### src/matd_pkg.sv
// Package with register map, field layout and event constants for motion detection
package matd_pkg;

    // Register offsets (byte addresses on the 8-bit register port)
    localparam logic [7:0] MATD_ADDR_ACT_THR_UP = 8'h20;
    localparam logic [7:0] MATD_ADDR_ACT_THR_LO = 8'h21;
    localparam logic [7:0] MATD_ADDR_ACT_PCNT = 8'h22;
    localparam logic [7:0] MATD_ADDR_INACT_THR_UP = 8'h23;
    localparam logic [7:0] MATD_ADDR_INACT_THR_LO = 8'h24;
    localparam logic [7:0] MATD_ADDR_INACT_PCNT_UP = 8'h25;
    localparam logic [7:0] MATD_ADDR_INACT_PCNT_LO = 8'h26;
    localparam logic [7:0] MATD_ADDR_EVT_STATUS = 8'h30;
    localparam logic [7:0] MATD_ADDR_EVT_MASK = 8'h31;

    // Field layout
    localparam int MATD_DATA_W = 14;
    localparam int MATD_THR_W = 13;
    localparam int MATD_THR_UP_W = 7;
    localparam int MATD_THR_LO_W = 6;
    localparam int MATD_THR_LO_POS = 2;
    localparam int MATD_ACT_CNT_W = 8;
    localparam int MATD_INACT_CNT_W = 16;

    // Reset values
    localparam logic [7:0] MATD_REG_RESET = 8'h00;

    // Event bit positions in status and mask
    localparam int MATD_EVT_ACT = 0;
    localparam int MATD_EVT_INACT = 1;
    localparam int MATD_EVT_W = 2;

endpackage : matd_pkg

### src/matd_axis_cmp.sv
// Per-axis magnitude compare against activity and inactivity thresholds
`timescale 1ns/1ps
module matd_axis_cmp
(
    input wire logic signed [matd_pkg::MATD_DATA_W-1:0] sample_i,
    input wire logic [matd_pkg::MATD_THR_W-1:0] act_thr_i,
    input wire logic [matd_pkg::MATD_THR_W-1:0] inact_thr_i,
    output logic above_act_o,
    output logic below_inact_o
);
    import matd_pkg::*;

    logic [MATD_DATA_W-1:0] mag;

    // Magnitude in 14 bits so that the most negative code stays exact
    always_comb
    begin
        if (sample_i[MATD_DATA_W-1])
            mag = MATD_DATA_W'(-sample_i);
        else
            mag = MATD_DATA_W'(sample_i);
    end

    // Threshold is in raw codes, compared strictly against the magnitude
    assign above_act_o = mag > {1'b0, act_thr_i};
    assign below_inact_o = mag < {1'b0, inact_thr_i};

endmodule : matd_axis_cmp

### src/matd_detect.sv
// Activity and inactivity detection with register file and interrupt
`timescale 1ns/1ps
module matd_detect
(
    input wire logic ref_clk_i,
    input wire logic rst_n_i,
    input wire logic [7:0] reg_addr_i,
    input wire logic [7:0] reg_wdata_i,
    input wire logic reg_wr_i,
    input wire logic reg_rd_i,
    output logic [7:0] reg_rdata_o,
    input wire logic sample_valid_i,
    input wire logic signed [matd_pkg::MATD_DATA_W-1:0] x_data_i,
    input wire logic signed [matd_pkg::MATD_DATA_W-1:0] y_data_i,
    input wire logic signed [matd_pkg::MATD_DATA_W-1:0] z_data_i,
    output logic act_event_o,
    output logic inact_event_o,
    output logic irq_o
);
    import matd_pkg::*;

    logic [MATD_THR_UP_W-1:0] act_thr_up_q;
    logic [MATD_THR_LO_W-1:0] act_thr_lo_q;
    logic [MATD_ACT_CNT_W-1:0] act_pcnt_q;
    logic [MATD_THR_UP_W-1:0] inact_thr_up_q;
    logic [MATD_THR_LO_W-1:0] inact_thr_lo_q;
    logic [MATD_INACT_CNT_W-1:0] inact_pcnt_q;
    logic [MATD_EVT_W-1:0] evt_status_q;
    logic [MATD_EVT_W-1:0] evt_mask_q;
    logic [MATD_ACT_CNT_W-1:0] act_run_q;
    logic [MATD_INACT_CNT_W-1:0] inact_run_q;
    logic act_event_q;
    logic inact_event_q;
    logic [7:0] rdata_q;
    logic [MATD_THR_W-1:0] act_thr;
    logic [MATD_THR_W-1:0] inact_thr;
    logic [2:0] above;
    logic [2:0] below;
    logic any_above;
    logic all_below;
    logic act_hit;
    logic inact_hit;
    logic [MATD_EVT_W-1:0] evt_set;

    // Compose the 13-bit thresholds from their register halves
    assign act_thr = {act_thr_up_q, act_thr_lo_q};
    assign inact_thr = {inact_thr_up_q, inact_thr_lo_q};

    // Same compare reused for each axis, no cross-axis coupling
    matd_axis_cmp u_cmp_x
    (
        .sample_i(x_data_i),
        .act_thr_i(act_thr),
        .inact_thr_i(inact_thr),
        .above_act_o(above[0]),
        .below_inact_o(below[0])
    );

    matd_axis_cmp u_cmp_y
    (
        .sample_i(y_data_i),
        .act_thr_i(act_thr),
        .inact_thr_i(inact_thr),
        .above_act_o(above[1]),
        .below_inact_o(below[1])
    );

    matd_axis_cmp u_cmp_z
    (
        .sample_i(z_data_i),
        .act_thr_i(act_thr),
        .inact_thr_i(inact_thr),
        .above_act_o(above[2]),
        .below_inact_o(below[2])
    );

    assign any_above = |above;
    assign all_below = &below;

    // Count reached: a programmed count of zero behaves as one sample
    function automatic logic cnt_done(input logic [15:0] run, input logic [15:0] limit);
        cnt_done = (run + 16'h0001) >= limit;
    endfunction : cnt_done

    assign act_hit = sample_valid_i && any_above
        && cnt_done(16'(act_run_q), 16'(act_pcnt_q));
    assign inact_hit = sample_valid_i && all_below
        && cnt_done(inact_run_q, inact_pcnt_q);
    assign evt_set = {inact_hit, act_hit};

    // Register writes; reserved bits are simply not stored
    always_ff @(posedge ref_clk_i or negedge rst_n_i)
    begin
        if (!rst_n_i)
        begin
            act_thr_up_q <= '0;
            act_thr_lo_q <= '0;
            act_pcnt_q <= MATD_REG_RESET;
            inact_thr_up_q <= '0;
            inact_thr_lo_q <= '0;
            inact_pcnt_q <= '0;
            evt_mask_q <= '0;
        end
        else if (reg_wr_i)
        begin
            case (reg_addr_i)
                MATD_ADDR_ACT_THR_UP: act_thr_up_q <= reg_wdata_i[MATD_THR_UP_W-1:0];
                MATD_ADDR_ACT_THR_LO: act_thr_lo_q <= reg_wdata_i[7:MATD_THR_LO_POS];
                MATD_ADDR_ACT_PCNT: act_pcnt_q <= reg_wdata_i;
                MATD_ADDR_INACT_THR_UP: inact_thr_up_q <= reg_wdata_i[MATD_THR_UP_W-1:0];
                MATD_ADDR_INACT_THR_LO: inact_thr_lo_q <= reg_wdata_i[7:MATD_THR_LO_POS];
                MATD_ADDR_INACT_PCNT_UP: inact_pcnt_q[15:8] <= reg_wdata_i;
                MATD_ADDR_INACT_PCNT_LO: inact_pcnt_q[7:0] <= reg_wdata_i;
                MATD_ADDR_EVT_MASK: evt_mask_q <= reg_wdata_i[MATD_EVT_W-1:0];
                default: ;
            endcase
        end
    end

    // Read data one cycle after the strobe; unmapped and reserved read zero
    always_ff @(posedge ref_clk_i or negedge rst_n_i)
    begin
        if (!rst_n_i)
            rdata_q <= 8'h00;
        else if (reg_rd_i)
        begin
            case (reg_addr_i)
                MATD_ADDR_ACT_THR_UP: rdata_q <= {1'b0, act_thr_up_q};
                MATD_ADDR_ACT_THR_LO: rdata_q <= {act_thr_lo_q, 2'b00};
                MATD_ADDR_ACT_PCNT: rdata_q <= act_pcnt_q;
                MATD_ADDR_INACT_THR_UP: rdata_q <= {1'b0, inact_thr_up_q};
                MATD_ADDR_INACT_THR_LO: rdata_q <= {inact_thr_lo_q, 2'b00};
                MATD_ADDR_INACT_PCNT_UP: rdata_q <= inact_pcnt_q[15:8];
                MATD_ADDR_INACT_PCNT_LO: rdata_q <= inact_pcnt_q[7:0];
                MATD_ADDR_EVT_STATUS: rdata_q <= {6'h00, evt_status_q};
                MATD_ADDR_EVT_MASK: rdata_q <= {6'h00, evt_mask_q};
                default: rdata_q <= 8'h00;
            endcase
        end
        else
            rdata_q <= 8'h00;
    end

    assign reg_rdata_o = rdata_q;

    // Run lengths of consecutive qualifying samples, restart on a miss
    always_ff @(posedge ref_clk_i or negedge rst_n_i)
    begin
        if (!rst_n_i)
            act_run_q <= '0;
        else if (sample_valid_i)
        begin
            if (!any_above || act_hit)
                act_run_q <= '0;
            else
                act_run_q <= act_run_q + 8'h01;
        end
    end

    // Inactivity run is 16 bits wide to cover long quiet periods
    always_ff @(posedge ref_clk_i or negedge rst_n_i)
    begin
        if (!rst_n_i)
            inact_run_q <= '0;
        else if (sample_valid_i)
        begin
            if (!all_below || inact_hit)
                inact_run_q <= '0;
            else
                inact_run_q <= inact_run_q + 16'h0001;
        end
    end

    // One-cycle event pulses, registered for clean outputs
    always_ff @(posedge ref_clk_i or negedge rst_n_i)
    begin
        if (!rst_n_i)
        begin
            act_event_q <= 1'b0;
            inact_event_q <= 1'b0;
        end
        else
        begin
            act_event_q <= act_hit;
            inact_event_q <= inact_hit;
        end
    end

    assign act_event_o = act_event_q;
    assign inact_event_o = inact_event_q;

    // Sticky status, write one to clear; a new event beats the clear
    always_ff @(posedge ref_clk_i or negedge rst_n_i)
    begin
        if (!rst_n_i)
            evt_status_q <= '0;
        else if (reg_wr_i && reg_addr_i == MATD_ADDR_EVT_STATUS)
            evt_status_q <= (evt_status_q & ~reg_wdata_i[MATD_EVT_W-1:0]) | evt_set;
        else
            evt_status_q <= evt_status_q | evt_set;
    end

    assign irq_o = |(evt_status_q & evt_mask_q);

    // Checks
    a_act_pulse_cause: assert property (@(posedge ref_clk_i) disable iff (!rst_n_i)
        act_event_o |-> $past(sample_valid_i) && $past(any_above))
        else $error("activity event without an above-threshold sample");
    a_inact_pulse_cause: assert property (@(posedge ref_clk_i) disable iff (!rst_n_i)
        inact_event_o |-> $past(sample_valid_i) && $past(all_below))
        else $error("inactivity event without an all-below sample");
    a_act_run_reset: assert property (@(posedge ref_clk_i) disable iff (!rst_n_i)
        sample_valid_i && !any_above |=> act_run_q == 8'h00)
        else $error("activity run not restarted");
    a_act_count_min: assert property (@(posedge ref_clk_i) disable iff (!rst_n_i)
        act_hit |-> 16'(act_run_q) + 16'h0001 >= 16'(act_pcnt_q))
        else $error("activity declared too early");
    a_inact_count_min: assert property (@(posedge ref_clk_i) disable iff (!rst_n_i)
        inact_hit |-> inact_run_q + 16'h0001 >= inact_pcnt_q)
        else $error("inactivity declared too early");
    a_act_thr_read: assert property (@(posedge ref_clk_i) disable iff (!rst_n_i)
        reg_rd_i && reg_addr_i == MATD_ADDR_ACT_THR_LO |=> reg_rdata_o[1:0] == 2'b00
        && reg_rdata_o[7:2] == act_thr[5:0])
        else $error("activity threshold lower readback wrong");
    a_inact_up_rsvd: assert property (@(posedge ref_clk_i) disable iff (!rst_n_i)
        reg_rd_i && reg_addr_i == MATD_ADDR_INACT_THR_UP |=> !reg_rdata_o[7]
        && reg_rdata_o[6:0] == inact_thr[12:6])
        else $error("inactivity upper readback wrong");
    a_inact_lo_write: assert property (@(posedge ref_clk_i) disable iff (!rst_n_i)
        reg_wr_i && reg_addr_i == MATD_ADDR_INACT_THR_LO |=>
        inact_thr[5:0] == $past(reg_wdata_i[7:2]))
        else $error("inactivity lower write lost");
    a_rsvd_act_up: assert property (@(posedge ref_clk_i) disable iff (!rst_n_i)
        reg_rd_i && reg_addr_i == MATD_ADDR_ACT_THR_UP |=> !reg_rdata_o[7])
        else $error("reserved bit read nonzero");
    a_status_sticky: assert property (@(posedge ref_clk_i) disable iff (!rst_n_i)
        act_hit |=> evt_status_q[MATD_EVT_ACT])
        else $error("activity status not set");
    a_status_hold: assert property (@(posedge ref_clk_i) disable iff (!rst_n_i)
        evt_status_q[MATD_EVT_ACT]
        && !(reg_wr_i && reg_addr_i == MATD_ADDR_EVT_STATUS && reg_wdata_i[MATD_EVT_ACT])
        |=> evt_status_q[MATD_EVT_ACT])
        else $error("activity status dropped without a clear");

    // Reference magnitude for the checks, kept apart from the axis compare
    function automatic logic [MATD_DATA_W-1:0] axis_mag(
        input logic signed [MATD_DATA_W-1:0] v);
        axis_mag = v[MATD_DATA_W-1] ? MATD_DATA_W'(-v) : MATD_DATA_W'(v);
    endfunction : axis_mag

    // Per-axis compare results against an independent reference
    a_axis_above: assert property (@(posedge ref_clk_i) disable iff (!rst_n_i)
        above == {axis_mag(z_data_i) > {1'b0, act_thr},
        axis_mag(y_data_i) > {1'b0, act_thr},
        axis_mag(x_data_i) > {1'b0, act_thr}})
        else $error("axis above-threshold flag wrong");

    a_axis_below: assert property (@(posedge ref_clk_i) disable iff (!rst_n_i)
        below == {axis_mag(z_data_i) < {1'b0, inact_thr},
        axis_mag(y_data_i) < {1'b0, inact_thr},
        axis_mag(x_data_i) < {1'b0, inact_thr}})
        else $error("axis below-threshold flag wrong");

    // A loud sample breaks the quiet run
    a_inact_run_reset: assert property (@(posedge ref_clk_i) disable iff (!rst_n_i)
        sample_valid_i && !all_below
        |=> inact_run_q == 16'h0000)
        else $error("inactivity run not restarted");

    // Writes land in the right threshold and count fields
    a_act_up_write: assert property (@(posedge ref_clk_i) disable iff (!rst_n_i)
        reg_wr_i && reg_addr_i == MATD_ADDR_ACT_THR_UP
        |=> act_thr[12:6] == $past(reg_wdata_i[6:0]))
        else $error("activity upper write lost");

    a_act_lo_write: assert property (@(posedge ref_clk_i) disable iff (!rst_n_i)
        reg_wr_i && reg_addr_i == MATD_ADDR_ACT_THR_LO
        |=> act_thr[5:0] == $past(reg_wdata_i[7:2]))
        else $error("activity lower write lost");

    a_inact_up_write: assert property (@(posedge ref_clk_i) disable iff (!rst_n_i)
        reg_wr_i && reg_addr_i == MATD_ADDR_INACT_THR_UP
        |=> inact_thr[12:6] == $past(reg_wdata_i[6:0]))
        else $error("inactivity upper write lost");

    a_act_cnt_write: assert property (@(posedge ref_clk_i) disable iff (!rst_n_i)
        reg_wr_i && reg_addr_i == MATD_ADDR_ACT_PCNT
        |=> act_pcnt_q == $past(reg_wdata_i))
        else $error("activity count write lost");

    a_inact_cnt_write: assert property (@(posedge ref_clk_i) disable iff (!rst_n_i)
        reg_wr_i && reg_addr_i == MATD_ADDR_INACT_PCNT_UP
        |=> inact_pcnt_q[15:8] == $past(reg_wdata_i))
        else $error("inactivity count upper write lost");

    // Read path: fields in place, zero outside the answer cycle
    a_inact_lo_read: assert property (@(posedge ref_clk_i) disable iff (!rst_n_i)
        reg_rd_i && reg_addr_i == MATD_ADDR_INACT_THR_LO
        |=> reg_rdata_o == {inact_thr[5:0], 2'b00})
        else $error("inactivity lower readback wrong");

    a_idle_rdata_zero: assert property (@(posedge ref_clk_i) disable iff (!rst_n_i)
        !reg_rd_i
        |=> reg_rdata_o == 8'h00)
        else $error("read data not zero outside a read");

    // A new event must survive a clear written in the same cycle
    a_set_beats_clear: assert property (@(posedge ref_clk_i) disable iff (!rst_n_i)
        inact_hit && reg_wr_i && reg_addr_i == MATD_ADDR_EVT_STATUS
        |=> evt_status_q[MATD_EVT_INACT])
        else $error("inactivity status lost to a clear");

    c_act_event: cover property (@(posedge ref_clk_i) disable iff (!rst_n_i) act_event_o);
    c_inact_event: cover property (@(posedge ref_clk_i) disable iff (!rst_n_i) inact_event_o);
    c_irq: cover property (@(posedge ref_clk_i) disable iff (!rst_n_i) $rose(irq_o));
    c_act_long_count: cover property (@(posedge ref_clk_i) disable iff (!rst_n_i)
        act_event_o && act_pcnt_q > 8'h01);
    c_clear_race: cover property (@(posedge ref_clk_i) disable iff (!rst_n_i)
        reg_wr_i && reg_addr_i == MATD_ADDR_EVT_STATUS && |evt_set);

endmodule : matd_detect

### config.mk
export PLATFORM = sky130hd
export DESIGN_NAME = matd_detect
export DESIGN_NICKNAME = d
export VERILOG_FILES = /design/src/matd_pkg.sv /design/src/matd_axis_cmp.sv /design/src/matd_detect.sv
export SDC_FILE = /design/constraint.sdc
export NUM_CORES = 1
export LEC_CHECK = 0
export BUFFER_PORTS_ARGS = -buffer_cell sky130_fd_sc_hd__buf_2
export CAP_MARGIN = 20
export CORE_MARGIN = 2
export CORE_UTILIZATION = 65
export CTS_BUF_LIST = sky130_fd_sc_hd__clkbuf_16
export CTS_CLUSTER_DIAMETER = 150
export DETAILED_ROUTE_END_ITERATION = 10
export HOLD_SLACK_MARGIN = 0.15
export PLACE_DENSITY = 0.87
export SLEW_MARGIN = 20
export SYNTH_ARGS = -nofsm -noshare
export SYNTH_HDL_FRONTEND = slang
export SYNTH_SLANG_ARGS = --single-unit
### constraint.sdc
create_clock -name ref_clk_i -period 5.4 [get_ports ref_clk_i]
set_clock_uncertainty 0.05 [all_clocks]
set_input_delay 1.08 -clock ref_clk_i [delete_from_list [all_inputs] [get_ports ref_clk_i]]
set_output_delay 1.08 -clock ref_clk_i [all_outputs]
set_load 0.005 [all_outputs]
; ---- Yosys cells after proc, flatten, opt, wreduce, memory -nomap -nowiden
; Index checks and enable logic that the tools add are counted.
[totals]
register_bits = 88
latch_bits = 0
ram_bits = 0
romBits = 0
output_inout_bits = 11
elab_cells = 70
n_memories = 0
[op_classes]
n_addsub = 6
multipliers = 0
div = 0
order_cmp = 8
n_eq_ne = 9
shifts = 0
muxes = 8
bitwise = 5
n_reduce_logical = 20
[op_table]
columns = cell, n
row1 = $eq 8x6->1 const B, 9
row2 = $pmux 8 s9, 1
row3 = $gt 14x13->1, 3
row4 = $lt 14x13->1, 3
row5 = $mux 14, 3
row6 = $neg 14->14, 3
row7 = $add 16x1->16 const B, 1
row8 = $ge 16x16->1, 1
row9 = $mux 16, 1
row10 = $mux 8, 2
row11 = $reduce_and 2->1, 8
row12 = $add 8x1->9 const B, 1
row13 = $ge 9x8->1, 1
row14 = $add 8x1->8 const B, 1
row15 = $logic_and 1x1->1, 5
row16 = $and 2x2->2, 2
row17 = $or 2x2->2, 2
row18 = $reduce_and 3->1, 1
row19 = $reduce_or 3->1, 1
row20 = $logic_not 1->1, 2
row21 = $logic_or 1x1->1, 2
row22 = $mux 2, 1
row23 = $not 2->2, 1
row24 = $reduce_or 2->1, 1

; ---- Longest topological paths before layout
; Gate-level depths: netlist (run 1).
[depth]
depth_word = 8
ltp_mapped = 16
mapped_depth_nobuf = 15

; ---- Cells and area by module
; From an unflattened synthesis (run 1), not the netlist that was laid out.
[hier_totals]
hier_cells = 791
area_unflattened_um2 = 7563.5
[by_module_without_submodules]
columns = module, n_inst, cells_per_inst, area_each_um2, seq_area_each_um2
row1 = matd_detect, 1, 414, 4808.4, 2202.1
row2 = matd_axis_cmp (u_cmp_x ...), 2, 127, 920.9, 0.0
row3 = matd_axis_cmp (u_cmp_z), 1, 123, 913.4, 0.0

; ---- Worst setup path after synthesis (run 1)
; No wires, ideal clock.
[synth_timing]
kind = input to register
from = input x_data_i[5] (netlist name)
to = register inact_run_q[2]
setup_ps = 81
t_arrival_ps = 4401
path_slack_ps = 868
path_stages = 13
n_path_buf = 0
path_cell_list = or4_1 nor4_1 nand3b_1 o31ai_1 xnor2_1 ha_1 or4b_1 a221oi_2 o221ai_2 a41o_1 a311oi_4 nand2_4 o22ai_2
[synth_between]
elab_chain_len = 8
elab_cells_between_ends = 9
cone_classes = add/sub (1) / order compare (1) / mux (2) / reduce/logical (5)
[synth_rtl]
columns = item, line
row1 = from (decl), matd_detect.sv:13  ; input wire logic signed [matd_pkg::MATD_DATA_W-1:0] x_data_i,
row2 = $neg 14->14, matd_axis_cmp.sv:19  ; mag = MATD_DATA_W'(-sample_i);
row3 = $mux 14 (*), matd_axis_cmp.sv:18  ; if (sample_i[MATD_DATA_W-1])
row4 = $lt 14x13->1 (*), matd_axis_cmp.sv:26  ; assign below_inact_o = mag < {1'b0, inact_thr_i};
row5 = $reduce_and 3->1 (*), matd_detect.sv:78  ; assign all_below = &below;
row6 = $logic_and 1x1->1, matd_detect.sv:87  ; assign inact_hit = sample_valid_i && all_below
row7 = $logic_and 1x1->1, matd_detect.sv:88  ; && cnt_done(inact_run_q, inact_pcnt_q);
row8 = $logic_or 1x1->1 (*), matd_detect.sv:167  ; if (!all_below || inact_hit)
row9 = $mux 16 (*), matd_detect.sv:167
row10 = to (signal assigned), matd_detect.sv:170  ; inact_run_q <= inact_run_q + 16'h0001;
row11 = to (decl), matd_detect.sv:31  ; logic [MATD_INACT_CNT_W-1:0] inact_run_q;
; Mark *: on every way between the ends. The rest lies on a longest branch, timed or not.
; A chain may end at the register's enable or synchronous reset.

; ---- Worst setup path in the final report (run 1)
[layout_timing]
from = input x_data_i[3] (netlist name)
to = register inact_run_q[6]
; The elaborated chain is that of the path after synthesis.

==> metrics.md, run 1 <==
| Metric | Value |
|---|---|
| Initial DRC Count | approximately 510 |
| Synth unique cells | 73 |
| First-pass GRT wire length | roughly 31 mm |
| H-tree Lvls | 3 |
| Core area | between 0.01 and 0.015 mm2 |
| Cells after DPL | between 900 and 1000 |
| Largest net degree at the start of global routing | slightly below 90 |
| Post-synthesis xor/xnor area fraction | 6.345% |
| Synth top cells by count | 104 x ha_1, 88 x dfrtp_1, 72 x inv_1 |
| GRT overflow | 0 |
| RSZ-0062 raised after global routing | false |
| CP required | roughly 5.6 ns |
| DP HPWL | approximately 15 mm |
| Slowest cell on the critical path | or4_1 |
| N_diodes | 0 |
| CP endpoint kind | register |
| Primary FF master, synth | dfrtp_1 |
| Clock transition at path regs | roughly 0.06 ns |
| Synth Net Count | 943 |
| Critical-path cell list | buf_2 -> or4_1 -> nor4_1 -> nand3b_1 -> o31ai_1 -> xnor2_1 -> ha_1 -> or4b_1 -> a221oi_2 -> o221ai_2 -> a41o_1 -> a311oi_4 -> nand2_4 -> o22ai_2 |
| Mapped Area | between 0.007 and 0.008 mm2 |
| Ports | 74 |
| Setup CP Type | input pin to register |
| Die X | about 110 um |
| Synth Register Bits | 88 |
| Post-layout net count | roughly 1000 |
| Sequential share of the synthesized area | ~30% |
| Least-Margin Pin Slew | ~1.1 ns |
| Main combinational cell family by area after synthesis | adder cells |
| Post-Route WL | just under 20 mm |
| Proportion of layout cells with a drive suffix above 1 | around 15% |
| Final worst path period share | between 80% and 90% |
| Post-synth ARST share | 100.0% |
| Worst rel slew slack | between 20% and 30% |
| # rows | 38 |
| Drt pass-1 iters | 5 |
| Postcts setup bufs | 0 |
| Max Fclk | about 0.21 GHz |
| GR Util All Layers | between 30% and 40% |
| Syn_area_per_cell | roughly 9.4 um2 |
| Clock sinks | 88 |
| Simple-gate share of the synthesized area | between 10% and 20% |
| Placed cell area | between 0.007 and 0.008 mm2 |
| Die area | ~0.012 mm2 |
| Non-Filler Instances | slightly below 1000 |
| Yosys warning total | 0 |
| CTS Buffer Depth | 2 |
| Post-Synthesis Cells | 776 |
| Startpoint types | input pin |
| Maximum fanout along the worst path | 9 |
| Initial Utilization | around two thirds |
| Post-CTS sizing | 0 |
| Top-count cell post-synth | ha_1 |
| Final setup violation count | 0 |
| Drc violations | 0 |
| Max-cap violations | 0 |
| Post-synthesis adder-cell area fraction | 17.79% |
| FILL cells | about 730 |
| Mux contribution to synthesized area | 9.236% |
| Design Area, Final | 0.008127 mm2 |
| Via count | around 6300 |
| Hold Vio Cnt, Final | 0 |
| Final Util | 74.64% |
| Critical Path Max Stage Delay | between 0.5 and 0.6 ns |
| CP delay by family, top | simple AND/OR/NAND/NOR gates |
| Tmin final | approximately 4.7 ns |
| Root buf cell | clkbuf_16 |
| Yosys top cell by area | dfrtp_1 |
| Hold Path Class | register to register |
| Hold_buf cts | 0 |
| Pwr dens | 238.0 mW/mm2 |
| Initial antenna violation count | 0 |
| Setup TNS | 0 ns |
| WL/cell | ~20 um |
| Post-synthesis compound-gate area fraction | 16.90% |
| Leak Pwr | 3.791 nW |
| TritonCTS buffer count | 9 |
| Synth top area cells | dfrtp_1 30%, ha_1 18%, mux2_1 7.4% |
| EDFF count, synth | 0 |
| Area Overhead vs Synth | 11.08% |
| CP arrival | 4.94 ns |
| Vias in the first global route | roughly 6300 |
| Status | complete, no violations |
| Vias per cell | 6.433 |
| Max-slew violation count | 0 |
| TritonCTS clock tree | done |
| GP Congestion | between 0.9 and 1 |
| CP bufs+invs | 1 |
| Post-synth top area share | a little under a third |
| Hold_ws | between 0.4 and 0.5 ns |
| Worst skew pair latency | 0.34 ns |
| PortBufs | 73 |
| DRT antenna net count | 0 |
| Die Ht | roughly 110 um |
| VDD IR max | around 0.29 mV |
==> through the flow <==
step,setup WS [ns],total power [W]
after floorplan,0.8681,0.001064
after CTS,0.6794,0.001930
after global placement,0.4683,0.001198
after global routing,0.3966,0.002032
after detailed placement,0.3192,0.001231
final,0.6755,0.001934
==> routing by layer <==
layer	vias to the layer above	wire length, um	part of all wire (%)	track usage [%]
met5	-	0	0	0
met4	0	878	4.6	18.30
met1	3011	7702	40	41.95
met2	300	9069	47	55.30
li1	2964	-	-	-
met3	74	1641	8.5	6.290
==> final cells by class <==
class                      count  area (um2)  share of cell area (%)
timing repair buffer          74       379.1                   4.665
inverter                      77       289.0                   3.557
sequential                    88        2202                   27.10
multi-input combinational    592        4745                   58.38
clock inverter                 7       111.4                   1.370
clock buffer                   9       225.2                   2.771
tap                          140       175.2                   2.156
==> worst register-to-register path: cells and delay by family (launching register included) <==
kind | cells | cell delay [ns]
adder cells (fa/ha/maj) | 1 | 0.29
XOR/XNOR | 1 | 0.26
AND/OR/NAND/NOR | 6 | 1.59
AO/OA/AOI/OAI | 5 | 0.92
flip-flops | 1 | 0.41
buffers and inverters | 1 | 0.06
==> final timing paths <==
path | start | endpoint | slack, ns | cells after the start
setup / recovery | x_data_i[3] | inact_run_q[6] | 0.68 | 14
hold / removal | act_pcnt_q[1] | act_pcnt_q[1] | 0.45 | 1
setup reg to reg | inact_run_q[2] | inact_run_q[1] | 1.75 | 14
max in group asynchronous | rst_n_i | inact_run_q[7] | 4.01 | 1
min in group asynchronous | rst_n_i | evt_status_q[1] | 0.73 | 1
hold reg to reg | act_pcnt_q[1] | act_pcnt_q[1] | 0.45 | 1
==> layout by cell type (no fill, tap or decap), drive strengths merged, types with 5 or more instances in the layout <==
cell type,count
buf,74
nor4,8
and3,5
a22oi,10
mux2,52
o22ai,15
a221oi,5
dfrtp,88
a211oi,5
xnor2,45
nand3,29
nor2,31
ha,104
nand2b,13
clkbuf,9
a41o,8
inv,76
o31ai,11
nor3,10
xor2,8
nand2,64
nor2b,6
o41ai,8
o21ai,37
nand4,14
mux2i,9
a21o,15
a21oi,34
==> power by group <==
group	internal [W]	switching (W)	total [W]
Clock	0.000449	0.000255	0.000704
Sequential	0.000692	0.0000345	0.000727
Combinational	0.000201	0.000302	0.000503
==> sequential cells by signal (all words and copies together) (netlist names) <==
name and count:
inact_pcnt_q 16, inact_run_q 16, act_pcnt_q 8, act_run_q 8, reg_rdata_o 8, act_thr_up_q 7
inact_thr_up_q 7, act_thr_lo_q 6, inact_thr_lo_q 6, evt_mask_q 2, evt_status_q 2, act_event_o 1
inact_event_o 1
==> cell families after synthesis <==
group	count (synthesis)
muxes	61
AOI/OAI and AO/OA	172
buffers and inverters	96
adders and majority gates	104
xor gates and xnor gates	53
and+or+nand+nor	202
DFF	88
Note: power is estimated with default switching activity, not from simulation.
==> run 2, diff against run 1 <==
--- a/config.mk
+++ b/config.mk
@@ -12,8 +12,10 @@
 export CTS_BUF_LIST = sky130_fd_sc_hd__clkbuf_16
 export CTS_CLUSTER_DIAMETER = 150
 export DETAILED_ROUTE_END_ITERATION = 10
+export GPL_TIMING_DRIVEN = 0
 export HOLD_SLACK_MARGIN = 0.15
 export PLACE_DENSITY = 0.87
+export RECOVER_POWER = 100
 export SLEW_MARGIN = 20
 export SYNTH_ARGS = -nofsm -noshare
 export SYNTH_HDL_FRONTEND = slang
==> run 2 against run 1 <==
  * The flow now finishes with violations (capacitance limit, slew limit)
  * Worst hold slack better by 0.017 ns
  * Global-route usage is 2.0 points higher
  * Flip-flop and latch count stayed put
  * Final cell count is 1.6% higher
  * Sequential share of layout area is 0.13 points higher
  * Combinational power is 2% higher
  * Core utilization is 0.37 points lower
  * Design area is 0.49% lower
  * Clock power is 3.7% lower
  * Critical path type unchanged
  * Largest cell class unchanged
  * Largest power group unchanged
  * Highest routed layer unchanged
==> metrics.md, run 2 (synthesis results as in run 1) <==
| Metric | Value |
|---|---|
| Drc violations | 0 (unchanged) |
| DRT antenna net count | 0 (unchanged) |
| Post-layout net count | 1025 (+1.6%) |
| Sink of the worst hold path | evt_status_q[0] |
| Post-Route WL | 20.95 mm (+8.6%) |
| VDD IR max | 0.2443 mV (-15%) |
| # rows | 38 (unchanged) |
| Ports | 74 (unchanged) |
| Final worst path period share | 92.71% (+5.2 points) |
| R2R Path Start | inact_run_q[2] |
| Via count | 6677 (+5.2%) |
| Initial Utilization | 67.19% (unchanged) |
| Postcts setup bufs | 0 (unchanged) |
| Largest registers | inact_pcnt_q: 16 flops, inact_run_q: 16 flops |
| Max-slew violation count | 34 (+34) |
| CTS Buffer Depth | 2 (unchanged) |
| Reg2Reg Capture Point | inact_run_q[2] |
| WL/cell | 20.88 um (+6.8%) |
| Critical Path Max Stage Delay | 0.59 ns (+0.02 ns) |
| Clock transition at path regs | 0.07 ns (about the same) |
| Pwr dens | 237.4 mW/mm2 (-0.23%) |
| Startpoint types | input pin |
| First-pass GRT wire length | 32.77 mm (+5.7%) |
| Maximum fanout along the worst path | 8 (-1) |
| Status | finished with violations |
| Worst rel slew slack | -28.42% (-55 points) |
| Leak Pwr | 3.727 nW (-1.7%) |
| Root buf cell | clkbuf_16 |
| Worst Hold Launch | evt_status_q[0] |
| Core area | 0.01089 mm2 (unchanged) |
| Die Ht | 110.1 um (unchanged) |
| Setup TNS | 0 ns (unchanged) |
| Largest net degree at the start of global routing | 56 (-37%) |
| CP arrival | 5.22 ns (+0.28 ns) |
| Vias in the first global route | 6631 (+4.5%) |
| Critical-path cell list | clkbuf_1 -> or4_1 -> nor4_1 -> nand3b_1 -> o31ai_1 -> xnor2_1 -> ha_1 -> or4b_1 -> a221oi_1 -> o221ai_2 -> a41o_1 -> a311oi_4 -> nand3_1 -> mux2i_1 |
| GR Util All Layers | 35.68% (+2.0 points) |
| N_diodes | 0 (unchanged) |
| Proportion of layout cells with a drive suffix above 1 | 10.89% (-3.6 points) |
| H-tree Lvls | 3 (unchanged) |
| DP HPWL | 16.10 mm (+10%) |
| Most frequent cells in the layout | 104 x ha_1, 88 x dfrtp_1, 72 x inv_1 |
| Hold Vio Cnt, Final | 0 (unchanged) |
| Hold_buf cts | 0 (unchanged) |
| R2R setup slack | 1.39 ns (-0.36 ns) |
| Vias per cell | 6.657 (+3.5%) |
| Initial DRC Count | 727 (+42%) |
| Setup CP Type | input pin to register |
| Design Area, Final | 0.008087 mm2 (-0.49%) |
| Post-CTS sizing | 0 (unchanged) |
| Failing checks | capacitance limit, slew limit |
| Drt pass-1 iters | 7 (+2) |
| Hold Path Stages | 1 (unchanged) |
| Tmin final | 5.006 ns (+0.2819 ns) |
| TritonCTS clock tree | done |
| Multi-input logic area | 0.004662 mm2 (-1.7%) |
| GP Congestion | 0.9852 (+2.6%) |
| RSZ-0062 raised after global routing | false |
| Slowest cell on the critical path | or4_1 |
| Die X | 110.1 um (unchanged) |
| CP required | 5.62 ns (about the same) |
| Worst skew pair latency | 0.35 ns (about the same) |
| Clock sinks | 88 (unchanged) |
| Initial antenna violation count | 0 (unchanged) |
| Most common cell after layout, fill and taps aside | ha_1 |
| Max Fclk | 0.1997 GHz (-5.6%) |
| CP endpoint kind | register |
| Hold Path Class | register to register |
| Least-Margin Pin Slew | 1.926 ns (+0.8210 ns) |
| Seq. cell area | 0.002202 mm2 (unchanged) |
| Placed cell area | 0.007871 mm2 (+1.1%) |
| PortBufs | 70 (-4.1%) |
| Die area | 0.01212 mm2 (unchanged) |
| GRT overflow | 0 (unchanged) |
| Max-cap violations | 1 (+1) |
| Worst reg2reg path depth | 15 (+1) |
| FILL cells | 762 (+4.0%) |
| Final setup violation count | 0 (unchanged) |
| Area Overhead vs Synth | 10.54% |
| TritonCTS buffer count | 9 (unchanged) |
## run 2: stage by stage
step                      util (%)  total power [W]  instances  setup WS (ns)  hold WS [ns]
final                        74.27         0.001920       1003         0.3936        0.4645
after global routing         74.27         0.002004       1003         0.1825        0.4859
after CTS                    75.22         0.001916       1003         0.6085        0.4653
after detailed placement     72.29         0.001246        987         0.2468        0.4501
after global placement       72.02         0.001207        986         0.3950        0.4282
after floorplan                  -         0.001064        776         0.8681        0.4142
## run 2: how the worst max path moves through the flow
stage,from,end,slack (ns),cells after the start
5_1_grt,x_data_i[3],inact_run_q[0],0.18,14
4_1_cts,x_data_i[3],inact_run_q[3],0.61,14
3_3_place_gp,x_data_i[5],inact_event_o,0.40,14
6_report,x_data_i[3],inact_run_q[0],0.39,14
2_1_floorplan,x_data_i[5],inact_run_q[2],0.87,13
3_5_place_dp,x_data_i[3],inact_run_q[3],0.25,14
## run 2: report_power, final
group | total [W] | switching, W | internal [W]
combinational | 0.000514 | 0.000312 | 0.000203
clock | 0.000678 | 0.000273 | 0.000405
sequential | 0.000728 | 0.0000360 | 0.000692
## run 2: layout make-up
class,count,area share [%]
repair buffers,71,4.472
clock inverters,7,1.160
well taps,140,2.166
clock buffers,9,2.785
multi-input cells,592,57.65
flip-flops and latches,88,27.23
plain buffers,19,0.9593
inverters,77,3.574
## run 2: layer usage
metal	up-vias	track usage, %	part of all wire [%]
met5	-	0	0
met4	0	19.20	5.7
met3	105	8.113	9.5
met2	420	57.32	46
met1	3162	44.72	39
li1	2990	-	-
## run 2: critical path, delay by kind of cell
family	cells	cell delay, ns
AND/OR/NAND/NOR	5	1.95
multiplexers	1	0.18
AO/OA/AOI/OAI	5	1.50
adder cells (fa/ha/maj)	1	0.21
XOR/XNOR	1	0.18
buffers and inverters	1	0.12
